==> src/logic/fmc_pkg.sv <==
// Constants, register map and state record of the fan monitor/control block.
// Assumes a 10 MHz pclk and an APB master; converter and pins sit outside.
// Function
// [RULE1] In manual mode software watches readings and programs each drive duty itself.
// [RULE2] In automatic mode the block adjusts every drive from temperatures and fan speeds.
// [RULE3] Automatic duty uses zone temperature, low and high limits, and present fan speed.
// [RULE4] Each drive may follow any one, several or all thermal zones.
// [RULE5] Fan speed is set by duty cycle, at a high or a low output rate.
// [RULE6] With ramping on, duty moves toward its target by a bounded step per tick.
// [RULE7] Each measured fan period is compared with a limit to flag a stalled fan.
// [RULE8] An out-of-limit reading asserts the active-low open-drain interrupt pin.
// [RULE9] Monitor two remote zones, the ambient zone, processor voltage and supply.
// [RULE10] Continuous mode converts all channels back to back without pause.
// [RULE11] Cycle mode converts all channels once, then idles about one second.
// [RULE12] Entering or leaving Sleep or Shutdown leaves all registers unchanged.
// [RULE13] Sleep stops converter and monitoring; every register stays accessible.
// [RULE14] Shutdown stops the oscillator, converter and monitoring cycle.
// [RULE15] In Shutdown only the control register answers; others return an error.
// [RULE16] Third drive pin low at power-on selects address select mode.
// [RULE17] In address select mode the fourth speed input picks the slave address.
// [RULE18] In chain test mode the first drive pin carries the chain result.
// [RULE19] Strap and address pin are sampled once after reset and then held.
package fmc_pkg;

  localparam int CLK_PERIOD_NS   = 100;
  localparam int CYCLE_IDLE_MS   = 1000;
  localparam int CYCLE_IDLE_CYC  = CYCLE_IDLE_MS * 1000000 / CLK_PERIOD_NS;
  localparam int RAMP_TICK_MS    = 10;
  localparam int RAMP_TICK_CYC   = RAMP_TICK_MS * 1000000 / CLK_PERIOD_NS;

  localparam logic [7:0] REG_CTRL    = 8'h00;
  localparam logic [7:0] REG_STATUS  = 8'h04;
  localparam logic [7:0] REG_MASK    = 8'h08;
  localparam logic [7:0] REG_FCFG0   = 8'h10;
  localparam logic [7:0] REG_ZLIM0   = 8'h20;
  localparam logic [7:0] REG_VLIM    = 8'h2C;
  localparam logic [7:0] REG_TLIM0   = 8'h30;
  localparam logic [7:0] REG_TEMP    = 8'h40;
  localparam logic [7:0] REG_VOLT    = 8'h44;
  localparam logic [7:0] REG_DUTY    = 8'h48;
  localparam logic [7:0] REG_ADDR    = 8'h4C;
  localparam logic [7:0] REG_PERIOD0 = 8'h50;

  localparam int CTRL_START  = 0;
  localparam int CTRL_CYCLE  = 1;
  localparam int CTRL_SLEEP  = 2;
  localparam int CTRL_SHUT   = 3;
  localparam int CTRL_XOR    = 4;
  localparam int CTRL_INTPIN = 5;

  localparam int FCFG_ZONE = 0;
  localparam int FCFG_AUTO = 3;
  localparam int FCFG_HF   = 4;
  localparam int FCFG_RAMP = 5;
  localparam int FCFG_MAN  = 8;
  localparam int FCFG_MIN  = 16;
  localparam int FCFG_STEP = 24;

  localparam int ST_TEMP = 0;
  localparam int ST_VOLT = 3;
  localparam int ST_FAN  = 5;

  localparam int GAIN_SHIFT = 2;
  localparam logic [2:0]  LAST_CH     = 3'h4;
  localparam logic [2:0]  ADDR_SETTLE = 3'h5;
  localparam logic [10:0] PWM_HF_DIV  = 11'h002;
  localparam logic [10:0] PWM_LF_DIV  = 11'h400;
  localparam logic [15:0] TACH_SAT    = 16'hFFFF;
  localparam logic [7:0]  DUTY_FULL   = 8'hFF;

  typedef enum logic [1:0] {
    MON_OFF  = 2'b00,
    MON_REQ  = 2'b01,
    MON_WAIT = 2'b10,
    MON_IDLE = 2'b11
  } fmc_mon_t;

  typedef struct packed {
    logic [5:0]        ctrl;
    logic [8:0]        st;
    logic [8:0]        mask;
    logic [2:0][31:0]  fcfg;
    logic [2:0][15:0]  zlim;
    logic [31:0]       vlim;
    logic [3:0][15:0]  tlim;
    logic [2:0][7:0]   temp;
    logic [1:0][7:0]   volt;
    logic [2:0][7:0]   duty;
    logic [3:0][15:0]  period;
    logic [3:0][15:0]  tcnt;
    logic [3:0][2:0]   tsync;
    logic [3:0]        tlvl;
    logic [2:0]        ssync;
    logic              slvl;
    logic [3:0]        slow;
    fmc_mon_t          mon;
    logic [2:0]        ch;
    logic [23:0]       idle;
    logic              adc_start;
    logic [2:0][10:0]  pre;
    logic [2:0][7:0]   pcnt;
    logic [19:0]       rcnt;
    logic              chain;
    logic [6:0]        addr;
    logic              amode;
    logic              adone;
    logic [2:0]        acnt;
    logic [31:0]       prdata;
  } fmc_state_t;

endpackage

==> src/logic/fmc_top.sv <==
// Fan monitor/control core: APB registers, monitor sequencer, fan speed
// timing, three duty-cycle drives, interrupt and power-on strap capture.
// Assumes the converter answers adc_done on pclk; pins are asynchronous.
`timescale 1ns/10ps
`default_nettype none
module fmc_top
#(
  parameter int unsigned IDLE_CYCLES = fmc_pkg::CYCLE_IDLE_CYC,
  parameter int unsigned RAMP_CYCLES = fmc_pkg::RAMP_TICK_CYC,
  parameter logic [6:0]  ADDR_DEF    = 7'h2E,
  parameter logic [6:0]  ADDR_LO     = 7'h2C,
  parameter logic [6:0]  ADDR_HI     = 7'h2D
)
(
  input  wire logic        pclk,
  input  wire logic        presetn,
  input  wire logic        clk_en,
  input  wire logic        psel,
  input  wire logic        penable,
  input  wire logic        pwrite,
  input  wire logic [7:0]  paddr,
  input  wire logic [31:0] pwdata,
  output logic      [31:0] prdata,
  output logic             pready,
  output logic             pslverr,
  output logic             adc_start,
  output logic      [2:0]  adc_channel,
  input  wire logic        adc_done,
  input  wire logic [7:0]  adc_data,
  input  wire logic        fan_speed_in_1,
  input  wire logic        fan_speed_in_2,
  input  wire logic        fan_speed_in_3,
  input  wire logic        fan_speed_in_4,
  output logic             fan_drive_out_1,
  output logic             fan_drive_out_2_o,
  output logic             fan_drive_out_2_oe_n,
  input  wire logic        fan_drive_out_3_i,
  output logic             fan_drive_out_3_o,
  output logic             fan_drive_out_3_oe_n,
  output logic             irq,
  output logic             osc_enable,
  output logic      [6:0]  smbus_addr,
  output logic             addr_select_mode
);

  fmc_pkg::fmc_state_t s_r;
  fmc_pkg::fmc_state_t s_nxt;
  logic [3:0]          tach_pin;
  logic [2:0]          pwm_w;
  logic                shut;
  logic                run;
  logic                acc;
  logic                ok;

  function automatic logic hit(input logic [7:0] a, input logic [7:0] base, input int idx);
    hit = (a == 8'(base + 8'(4 * idx)));
  endfunction

  function automatic logic mapped(input logic [7:0] a);
    mapped = 1'b0;
    if (a == fmc_pkg::REG_CTRL || a == fmc_pkg::REG_STATUS || a == fmc_pkg::REG_MASK ||
        a == fmc_pkg::REG_VLIM || a == fmc_pkg::REG_TEMP || a == fmc_pkg::REG_VOLT ||
        a == fmc_pkg::REG_DUTY || a == fmc_pkg::REG_ADDR)
      mapped = 1'b1;
    for (int i = 0; i < 4; i++)
    begin
      if (hit(a, fmc_pkg::REG_TLIM0, i) || hit(a, fmc_pkg::REG_PERIOD0, i))
        mapped = 1'b1;
      if (i < 3 && (hit(a, fmc_pkg::REG_FCFG0, i) || hit(a, fmc_pkg::REG_ZLIM0, i)))
        mapped = 1'b1;
    end
  endfunction

  function automatic logic [7:0] auto_duty(input logic [7:0] t, input logic [7:0] lo,
                                           input logic [7:0] hi, input logic [7:0] mn);
    logic [10:0] sum;
    sum = 11'h000;
    if (t >= hi)
      return fmc_pkg::DUTY_FULL;
    if (t < lo)
      return 8'h00;
    sum = {3'h0, mn} + ({3'h0, 8'(t - lo)} << fmc_pkg::GAIN_SHIFT);
    return (sum > 11'h0FF) ? fmc_pkg::DUTY_FULL : sum[7:0];
  endfunction

  function automatic logic [7:0] absdiff(input logic [7:0] a, input logic [7:0] b);
    absdiff = (a > b) ? 8'(a - b) : 8'(b - a);
  endfunction

  assign tach_pin = {fan_speed_in_4, fan_speed_in_3, fan_speed_in_2, fan_speed_in_1};
  assign shut     = s_r.ctrl[fmc_pkg::CTRL_SHUT];
  assign run      = s_r.ctrl[fmc_pkg::CTRL_START] & ~s_r.ctrl[fmc_pkg::CTRL_SLEEP] & ~shut;
  assign acc      = psel & penable;
  // Shutdown leaves only the control word reachable
  assign ok       = mapped(paddr) & (~shut | paddr == fmc_pkg::REG_CTRL); // RULE15

  always_comb
  begin
    logic [8:0] ev;
    logic [7:0] tgt;
    logic [7:0] step;
    logic       rtick;
    logic       rise;
    logic       wr;
    ev    = 9'h000;
    tgt   = 8'h00;
    step  = 8'h00;
    rtick = 1'b0;
    rise  = 1'b0;
    wr    = acc & pwrite & ok;
    s_nxt = s_r;
    s_nxt.adc_start = 1'b0;

    // Pin synchronisers: a level counts once stages two and three agree
    for (int f = 0; f < 4; f++)
    begin
      s_nxt.tsync[f] = {s_r.tsync[f][1:0], tach_pin[f]};
      if (s_r.tsync[f][1] == s_r.tsync[f][2])
        s_nxt.tlvl[f] = s_r.tsync[f][1];
    end
    s_nxt.ssync = {s_r.ssync[1:0], fan_drive_out_3_i};
    if (s_r.ssync[1] == s_r.ssync[2])
      s_nxt.slvl = s_r.ssync[1];
    s_nxt.chain = ^{s_r.tlvl, s_r.slvl}; // RULE18

    // One capture after reset; the strap pin is released until then
    if (!s_r.adone)
    begin
      s_nxt.acnt = 3'(s_r.acnt + 3'h1);
      if (s_r.acnt == fmc_pkg::ADDR_SETTLE)
      begin
        s_nxt.adone = 1'b1; // RULE19
        s_nxt.amode = ~s_r.slvl; // RULE16
        s_nxt.addr  = ~s_r.slvl ? (s_r.tlvl[3] ? ADDR_HI : ADDR_LO) : ADDR_DEF; // RULE17
      end
    end

    // Monitoring sequencer
    case (s_r.mon)
      fmc_pkg::MON_OFF:
      begin
        s_nxt.ch = 3'h0;
        if (run)
          s_nxt.mon = fmc_pkg::MON_REQ;
      end
      fmc_pkg::MON_REQ:
      begin
        s_nxt.adc_start = run; // RULE13 RULE14
        s_nxt.mon = run ? fmc_pkg::MON_WAIT : fmc_pkg::MON_OFF;
      end
      fmc_pkg::MON_WAIT:
      begin
        if (adc_done)
        begin
          if (s_r.ch < 3'h3)
          begin
            s_nxt.temp[s_r.ch[1:0]] = adc_data; // RULE9
            ev[fmc_pkg::ST_TEMP + int'(s_r.ch)] = (adc_data < s_r.zlim[s_r.ch[1:0]][7:0]) |
                                                 (adc_data > s_r.zlim[s_r.ch[1:0]][15:8]);
          end
          else
          begin
            s_nxt.volt[s_r.ch[0] ? 0 : 1] = adc_data; // RULE9
            ev[fmc_pkg::ST_VOLT + (s_r.ch[0] ? 0 : 1)] = s_r.ch[0] ?
              (adc_data < s_r.vlim[7:0] | adc_data > s_r.vlim[15:8]) :
              (adc_data < s_r.vlim[23:16] | adc_data > s_r.vlim[31:24]);
          end
          if (s_r.ch == fmc_pkg::LAST_CH)
          begin
            s_nxt.ch   = 3'h0;
            s_nxt.idle = 24'h000000;
            s_nxt.mon  = s_r.ctrl[fmc_pkg::CTRL_CYCLE] ? fmc_pkg::MON_IDLE // RULE11
                                                      : fmc_pkg::MON_REQ; // RULE10
          end
          else
          begin
            s_nxt.ch  = 3'(s_r.ch + 3'h1);
            s_nxt.mon = fmc_pkg::MON_REQ;
          end
          if (!run)
            s_nxt.mon = fmc_pkg::MON_OFF;
        end
      end
      fmc_pkg::MON_IDLE:
      begin
        s_nxt.idle = 24'(s_r.idle + 24'h000001);
        if (s_r.idle == 24'(IDLE_CYCLES - 1))
          s_nxt.mon = fmc_pkg::MON_REQ; // RULE11
        if (!run)
          s_nxt.mon = fmc_pkg::MON_OFF;
      end
      default:
        s_nxt.mon = fmc_pkg::MON_OFF;
    endcase

    // Fan period timing, frozen while the oscillator is stopped
    for (int f = 0; f < 4; f++)
    begin
      rise = (s_r.tsync[f][1] == s_r.tsync[f][2]) & s_r.tsync[f][1] & ~s_r.tlvl[f];
      if (!shut)
      begin
        if (rise)
        begin
          s_nxt.period[f] = s_r.tcnt[f];
          s_nxt.tcnt[f]   = 16'h0000;
          s_nxt.slow[f]   = s_r.tcnt[f] > s_r.tlim[f]; // RULE7
          ev[fmc_pkg::ST_FAN + f] = s_r.tcnt[f] > s_r.tlim[f]; // RULE7
        end
        else if (s_r.tcnt[f] != fmc_pkg::TACH_SAT)
        begin
          s_nxt.tcnt[f] = 16'(s_r.tcnt[f] + 16'h0001);
          // A seized fan gives no edge at all; flag it on saturation
          if (s_r.tcnt[f] == 16'(fmc_pkg::TACH_SAT - 16'h0001))
          begin
            s_nxt.slow[f]   = 1'b1;
            ev[fmc_pkg::ST_FAN + f] = 1'b1; // RULE7
          end
        end
      end
    end

    // Drives
    if (!shut)
    begin
      rtick = (s_r.rcnt == 20'(RAMP_CYCLES - 1));
      s_nxt.rcnt = rtick ? 20'h00000 : 20'(s_r.rcnt + 20'h00001);
    end
    for (int d = 0; d < 3; d++)
    begin
      step = s_r.fcfg[d][fmc_pkg::FCFG_STEP +: 8];
      if (s_r.fcfg[d][fmc_pkg::FCFG_AUTO])
      begin
        tgt = 8'h00;
        for (int z = 0; z < 3; z++)
          if (s_r.fcfg[d][fmc_pkg::FCFG_ZONE + z]) // RULE4
            if (auto_duty(s_r.temp[z], s_r.zlim[z][7:0], s_r.zlim[z][15:8],
                          s_r.fcfg[d][fmc_pkg::FCFG_MIN +: 8]) > tgt)
              tgt = auto_duty(s_r.temp[z], s_r.zlim[z][7:0], s_r.zlim[z][15:8],
                              s_r.fcfg[d][fmc_pkg::FCFG_MIN +: 8]); // RULE2 RULE3
        if (s_r.slow[d])
          tgt = fmc_pkg::DUTY_FULL; // RULE3
      end
      else
        tgt = s_r.fcfg[d][fmc_pkg::FCFG_MAN +: 8]; // RULE1
      if (!shut)
      begin
        if (!s_r.fcfg[d][fmc_pkg::FCFG_RAMP])
          s_nxt.duty[d] = tgt;
        else if (rtick)
          s_nxt.duty[d] = (absdiff(tgt, s_r.duty[d]) <= step) ? tgt :
                          (tgt > s_r.duty[d]) ? 8'(s_r.duty[d] + step)
                                              : 8'(s_r.duty[d] - step); // RULE6
        if (s_r.pre[d] >= 11'((s_r.fcfg[d][fmc_pkg::FCFG_HF] ? fmc_pkg::PWM_HF_DIV
                                                             : fmc_pkg::PWM_LF_DIV) - 11'h001))
        begin
          s_nxt.pre[d]  = 11'h000; // RULE5
          s_nxt.pcnt[d] = 8'(s_r.pcnt[d] + 8'h01);
        end
        else
          s_nxt.pre[d] = 11'(s_r.pre[d] + 11'h001);
      end
    end

    // Register writes; low-power bits touch no other register
    if (wr)
    begin
      if (paddr == fmc_pkg::REG_CTRL)
        s_nxt.ctrl = pwdata[5:0]; // RULE12
      if (paddr == fmc_pkg::REG_MASK)
        s_nxt.mask = pwdata[8:0];
      if (paddr == fmc_pkg::REG_VLIM)
        s_nxt.vlim = pwdata;
      for (int i = 0; i < 4; i++)
      begin
        if (hit(paddr, fmc_pkg::REG_TLIM0, i))
          s_nxt.tlim[i] = pwdata[15:0];
        if (i < 3 && hit(paddr, fmc_pkg::REG_FCFG0, i))
          s_nxt.fcfg[i] = pwdata;
        if (i < 3 && hit(paddr, fmc_pkg::REG_ZLIM0, i))
          s_nxt.zlim[i] = pwdata[15:0];
      end
    end
    // New events win over a same-cycle clear
    s_nxt.st = (s_r.st & ~((wr && paddr == fmc_pkg::REG_STATUS) ? pwdata[8:0] : 9'h000)) | ev;

    // Read data is loaded in the setup phase
    if (psel && !penable)
    begin
      s_nxt.prdata = 32'h00000000;
      if (ok)
      begin
        case (paddr)
          fmc_pkg::REG_CTRL:   s_nxt.prdata = {26'h0000000, s_r.ctrl};
          fmc_pkg::REG_STATUS: s_nxt.prdata = {23'h000000, s_r.st};
          fmc_pkg::REG_MASK:   s_nxt.prdata = {23'h000000, s_r.mask};
          fmc_pkg::REG_VLIM:   s_nxt.prdata = s_r.vlim;
          fmc_pkg::REG_TEMP:   s_nxt.prdata = {8'h00, s_r.temp};
          fmc_pkg::REG_VOLT:   s_nxt.prdata = {16'h0000, s_r.volt};
          fmc_pkg::REG_DUTY:   s_nxt.prdata = {8'h00, s_r.duty};
          fmc_pkg::REG_ADDR:   s_nxt.prdata = {23'h000000, s_r.amode, 1'b0, s_r.addr};
          default:
          begin
            for (int i = 0; i < 4; i++)
            begin
              if (hit(paddr, fmc_pkg::REG_TLIM0, i))
                s_nxt.prdata = {16'h0000, s_r.tlim[i]};
              if (hit(paddr, fmc_pkg::REG_PERIOD0, i))
                s_nxt.prdata = {16'h0000, s_r.period[i]};
              if (i < 3 && hit(paddr, fmc_pkg::REG_FCFG0, i))
                s_nxt.prdata = s_r.fcfg[i];
              if (i < 3 && hit(paddr, fmc_pkg::REG_ZLIM0, i))
                s_nxt.prdata = {16'h0000, s_r.zlim[i]};
            end
          end
        endcase
      end
    end
  end

  always_ff @(posedge pclk or negedge presetn)
  begin
    if (!presetn)
    begin
      s_r       <= '0;
      s_r.slvl  <= 1'b1;
      s_r.ssync <= 3'h7;
    end
    else if (clk_en)
      s_r <= s_nxt;
  end

  always_comb
  begin
    for (int d = 0; d < 3; d++)
      pwm_w[d] = (s_r.duty[d] == fmc_pkg::DUTY_FULL) | (s_r.pcnt[d] < s_r.duty[d]); // RULE5
  end

  assign prdata               = s_r.prdata;
  assign pready               = 1'b1;
  assign pslverr              = acc & ~ok; // RULE15
  assign adc_start            = s_r.adc_start;
  assign adc_channel          = s_r.ch;
  assign irq                  = |(s_r.st & s_r.mask); // RULE8
  assign fan_drive_out_1      = s_r.ctrl[fmc_pkg::CTRL_XOR] ? s_r.chain : pwm_w[0]; // RULE18
  assign fan_drive_out_2_o    = 1'b0;
  assign fan_drive_out_2_oe_n = s_r.ctrl[fmc_pkg::CTRL_INTPIN] ? ~irq : pwm_w[1]; // RULE8
  assign fan_drive_out_3_o    = 1'b0;
  assign fan_drive_out_3_oe_n = ~s_r.adone | pwm_w[2]; // RULE16
  assign osc_enable           = ~shut; // RULE14
  assign smbus_addr           = s_r.addr;
  assign addr_select_mode     = s_r.amode;
endmodule
`default_nettype wire

==> config.mk <==
export PLATFORM = sky130hd
export DESIGN_NAME = fmc_top
export DESIGN_NICKNAME = d
export VERILOG_FILES = /design/src/logic/fmc_pkg.sv /design/src/logic/fmc_top.sv
export SDC_FILE = /design/constraint.sdc
export NUM_CORES = 2
export LEC_CHECK = 0
export BUFFER_PORTS_ARGS = -buffer_cell sky130_fd_sc_hd__buf_2
export CAP_MARGIN = 0
export CORE_MARGIN = 5
export CORE_UTILIZATION = 45
export DETAILED_ROUTE_END_ITERATION = 8
export PLACE_DENSITY = 0.7
export SYNTH_ARGS = -nofsm -noshare
export SYNTH_HDL_FRONTEND = slang
export SYNTH_SLANG_ARGS = --single-unit
==> constraint.sdc <==
create_clock -name pclk -period 13.5 [get_ports pclk]
set_input_delay 2.7 -clock pclk [delete_from_list [all_inputs] [get_ports pclk]]
set_output_delay 2.7 -clock pclk [all_outputs]
set_load 0.1 [all_outputs]
==> summary.md <==
| Metric | Value |
|---|---|
| Outcome | `completed` |
| Worst Setup End Kind | `flop` |
| Final setup TNS | `0 ps` |
| PwrDens | `106.2 mW/mm^2` |
| Die width | `321.2 microns` |
| Mean Syn Cell Area | `9.467 sq um` |
| WS Path Type | `flop to flop` |
| Cell Area, Placed | `0.04530 sq mm` |
| Max stage delay on crit path | `700 ps` |
| Layout cells sized above 1 | `15.29%` |
| Setup bufs post-CTS | `0` |
| Unrepaired setup endpoints after global routing | `false` |
| Synth warnings | `0` |
| P_leak | `0.02226 uW` |
| Most frequent cells in the layout | `dfrtp_1, ha_1, nand2_1` |
| Worst hold start | `prdata[18]` |
| Mapped cell area | `0.04357 sq mm` |
| Number of flops mapped to enable cells by yosys | `0` |
| Tot Pwr | `5093 uW` |
| Cell variety after synth | `95` |
| ANT nets after route | `0` |
| Commonest non-fill, non-tap cell in the layout | `dfrtp_1` |
| Layout area overhead | `10.09%` |
| Largest driver fanout on the critical path | `9` |
| Largest family of logic cells by synthesized area | `compound AO/OA/AOI/OAI gates` |
| Clk Latency, worst-skew pair | `680 ps` |
| Worst setup startpoint | `s_r[480]` |
| Seq/Total Area, Yosys | `36.02%` |
| Total core area | `0.09642 sq mm` |
| Post-Synthesis Cells | `4,602` |
| Dpl hpwl | `117,600 microns` |
| Worst VDD drop | `0.1007 mV` |
| Setup violators final | `0` |
| Crit-path slowest cell | `o31ai_1` |
| CP required | `14,070 ps` |
| Number of global-route vias before repair | `35,925` |
| Number of H-tree levels | `3` |
| WP data arrival | `13,000 ps` |
| FMAX | `80.44 MHz` |
| Synthesis-stage register bit count | `627` |
| Final Skew | `52.89 ps` |
| Worst min path class | `flop to flop` |
| DIE AREA | `0.1031 sq mm` |
| Worst slack at placement | `1080 ps` |
| Most common cell type on the critical path | `ha_1` |
| MaxCap Viol Count | `0` |
| Total Routing Usage GR | `29.32%` |
| Io pins | `113` |
| Post-synth top flop | `dfrtp_1` |
| FF/Latch Area | `0.01570 sq mm` |
| Die height | `321.2 microns` |
| DR iter-0 viols | `4,495` |
| GPL Wtd Cong | `1.047` |
| Initial antenna violation count | `10` |
| Fraction of registers with async set/reset | `100.0%` |
| Routed WL | `154,500 microns` |
| Post-synthesis simple-gate area fraction | `13.66%` |
| Largest net degree at the start of global routing | `167` |
| CTS tree | `yes` |
| Routed wire length per instance | `25.85 microns` |
| Startpoint types | `flop` |
| Final nets | `5,152` |
| Period utilisation layout | `92.08%` |
| Post-synthesis mux area share | `9.701%` |
| Initial core utilization | `45.18%` |
| Worst relative slew slack | `11.33%` |
| Fill cell count | `8,966` |
| Area of the multi-input gates | `0.02587 sq mm` |
| Global-route wire length before repair | `231,500 microns` |
| Fin area | `0.04796 sq mm` |
| ANT cells | `0` |
| Clk sinks | `627` |
| Post-CTS Resized | `0` |
| CTS Hold Bufs | `0` |
| Reg clk slew, reported paths | `70 ps` |
| Buffers on Ports | `107` |
| Via count | `37,191` |
| Max Root-Sink Buffers | `3` |
| TritonCTS Buffers | `74` |
| # rows | `114` |
| Post-route DRC | `0` |
| Tmin final | `12,430 ps` |
| Worst Tran Pin Value | `1327 ps` |
| Max-slew violations | `0` |
| Vias per inst | `6.222` |
| XOR/XNOR share of the synthesized area | `4.624%` |
| Final hold vios | `0` |
| Clk root buf | `clkbuf_16` |
| Worst r2r src | `s_r[480]` |
| Final WS setup | `1069 ps` |
| Grt total ovfl | `0` |
| TritonRoute pass-1 iters | `9` |
| Synth Area in Compound Gates | `17.91%` |
| Area share of fa/ha/maj cells after synthesis | `13.29%` |
path summary, 6_finish.rpt:
| kind | slack (ps) | endpoint | depth (start not counted) |
|---|---|---|---|
| min reg2reg | 470 | prdata[18] | 2 |
| min | 470 | prdata[18] | 2 |
| max reg2reg | 1070 | s_r[304] | 48 |
| max | 1070 | s_r[304] | 48 |
| min in group asynchronous | 2120 | s_r[220] | 1 |
| max in group asynchronous | 8890 | s_r[62] | 3 |
metal layers:
layer	global-route usage, %	part of all wire (%)	routed length, microns
met5	0	0	0
met4	16.45	6.9	10700
met3	5.499	8.4	12950
met2	45.58	44	68160
met1	38.65	41	62730
layout make-up:
class,instances,area share (%)
inverters,296,2.316
flip-flops and latches,627,32.72
well taps,1276,3.329
clock inverters,30,1.064
multi-input cells,3473,53.94
repair buffers,170,2.149
clock buffers,105,4.482
cell families (layout without fill, tap and decap cells):
| kind of cell | Yosys count | count (layout) |
|---|---|---|
| XOR/XNOR | 230 | 230 |
| buffers and inverters | 505 | 601 |
| adder cells (fa/ha/maj) | 450 | 450 |
| multiplexers | 379 | 379 |
| other | 2 | 5 |
| AND/OR/NAND/NOR | 1251 | 1251 |
| flip-flops | 627 | 627 |
| AO/OA/AOI/OAI | 1158 | 1158 |
cell usage after synthesis, types with 23 or more instances:
| cell | instances | area (sq um) |
|---|---|---|
| a222oi_1 | 28 | 280.3 |
| a211oi_1 | 37 | 277.8 |
| mux2i_1 | 33 | 330.3 |
| a21o_1 | 94 | 705.7 |
| xor2_1 | 93 | 814.5 |
| nor2b_1 | 70 | 437.9 |
| buf_4 | 45 | 337.8 |
| nor2_1 | 325 | 1220 |
| a22oi_1 | 64 | 480.5 |
| inv_1 | 295 | 1107 |
| clkbuf_1 | 127 | 476.7 |
| dfrtp_1 | 623 | 15590 |
| o21ai_0 | 258 | 1291 |
| or3_1 | 28 | 175.2 |
| o211ai_1 | 26 | 195.2 |
| a21oi_1 | 258 | 1291 |
| o22ai_1 | 29 | 181.4 |
| a31oi_1 | 32 | 200.2 |
| o21a_1 | 61 | 457.9 |
| buf_1 | 23 | 86.33 |
| a221oi_1 | 47 | 411.6 |
| xnor2_1 | 137 | 1200 |
| nor3_1 | 55 | 275.3 |
| mux2_2 | 346 | 3896 |
| nand2_1 | 392 | 1471 |
| o31ai_1 | 42 | 315.3 |
| nand2b_1 | 47 | 294.0 |
| and3_1 | 39 | 244.0 |
| nand3_1 | 103 | 515.5 |
| ha_1 | 429 | 5368 |
| nand4_1 | 87 | 544.3 |
flip-flops by register name, indices dropped and copies added (netlist names):
| name | cells |
|---|---|
| smbus_addr | 3 |
| s_nxt | 10 |
| prdata | 32 |
| addr_select_mode | 1 |
| adc_channel | 3 |
| adc_start | 1 |
| s_r | 577 |
critical path: cells and delay by family, from the launching register on:
family	cells	cell delay (ps)
flip-flops	1	470
XOR/XNOR	2	600
AND/OR/NAND/NOR	9	1720
multiplexers	1	150
AO/OA/AOI/OAI	28	6780
adder cells (fa/ha/maj)	8	2600
per-stage QoR:
| step | utilization [%] | hold slack, ps | std cells |
|---|---|---|---|
| final | 49.74 | 468.7 | 5977 |
| after floorplan | - | 440.3 | 4605 |
| after global placement | 46.98 | 458.6 | 5842 |
| after detailed placement | 46.98 | 460.3 | 5842 |
| after CTS | 49.74 | 473.3 | 5977 |
| after global routing | 49.74 | 490.5 | 5977 |
power breakdown:
part / leakage (uW) / internal [uW] / switching (uW)
Sequential: 0.00857 / 2000 / 177
Clock: 0.00128 / 1300 / 888
Combinational: 0.0124 / 266 / 461
Note: power is estimated with default switching activity, not from simulation.
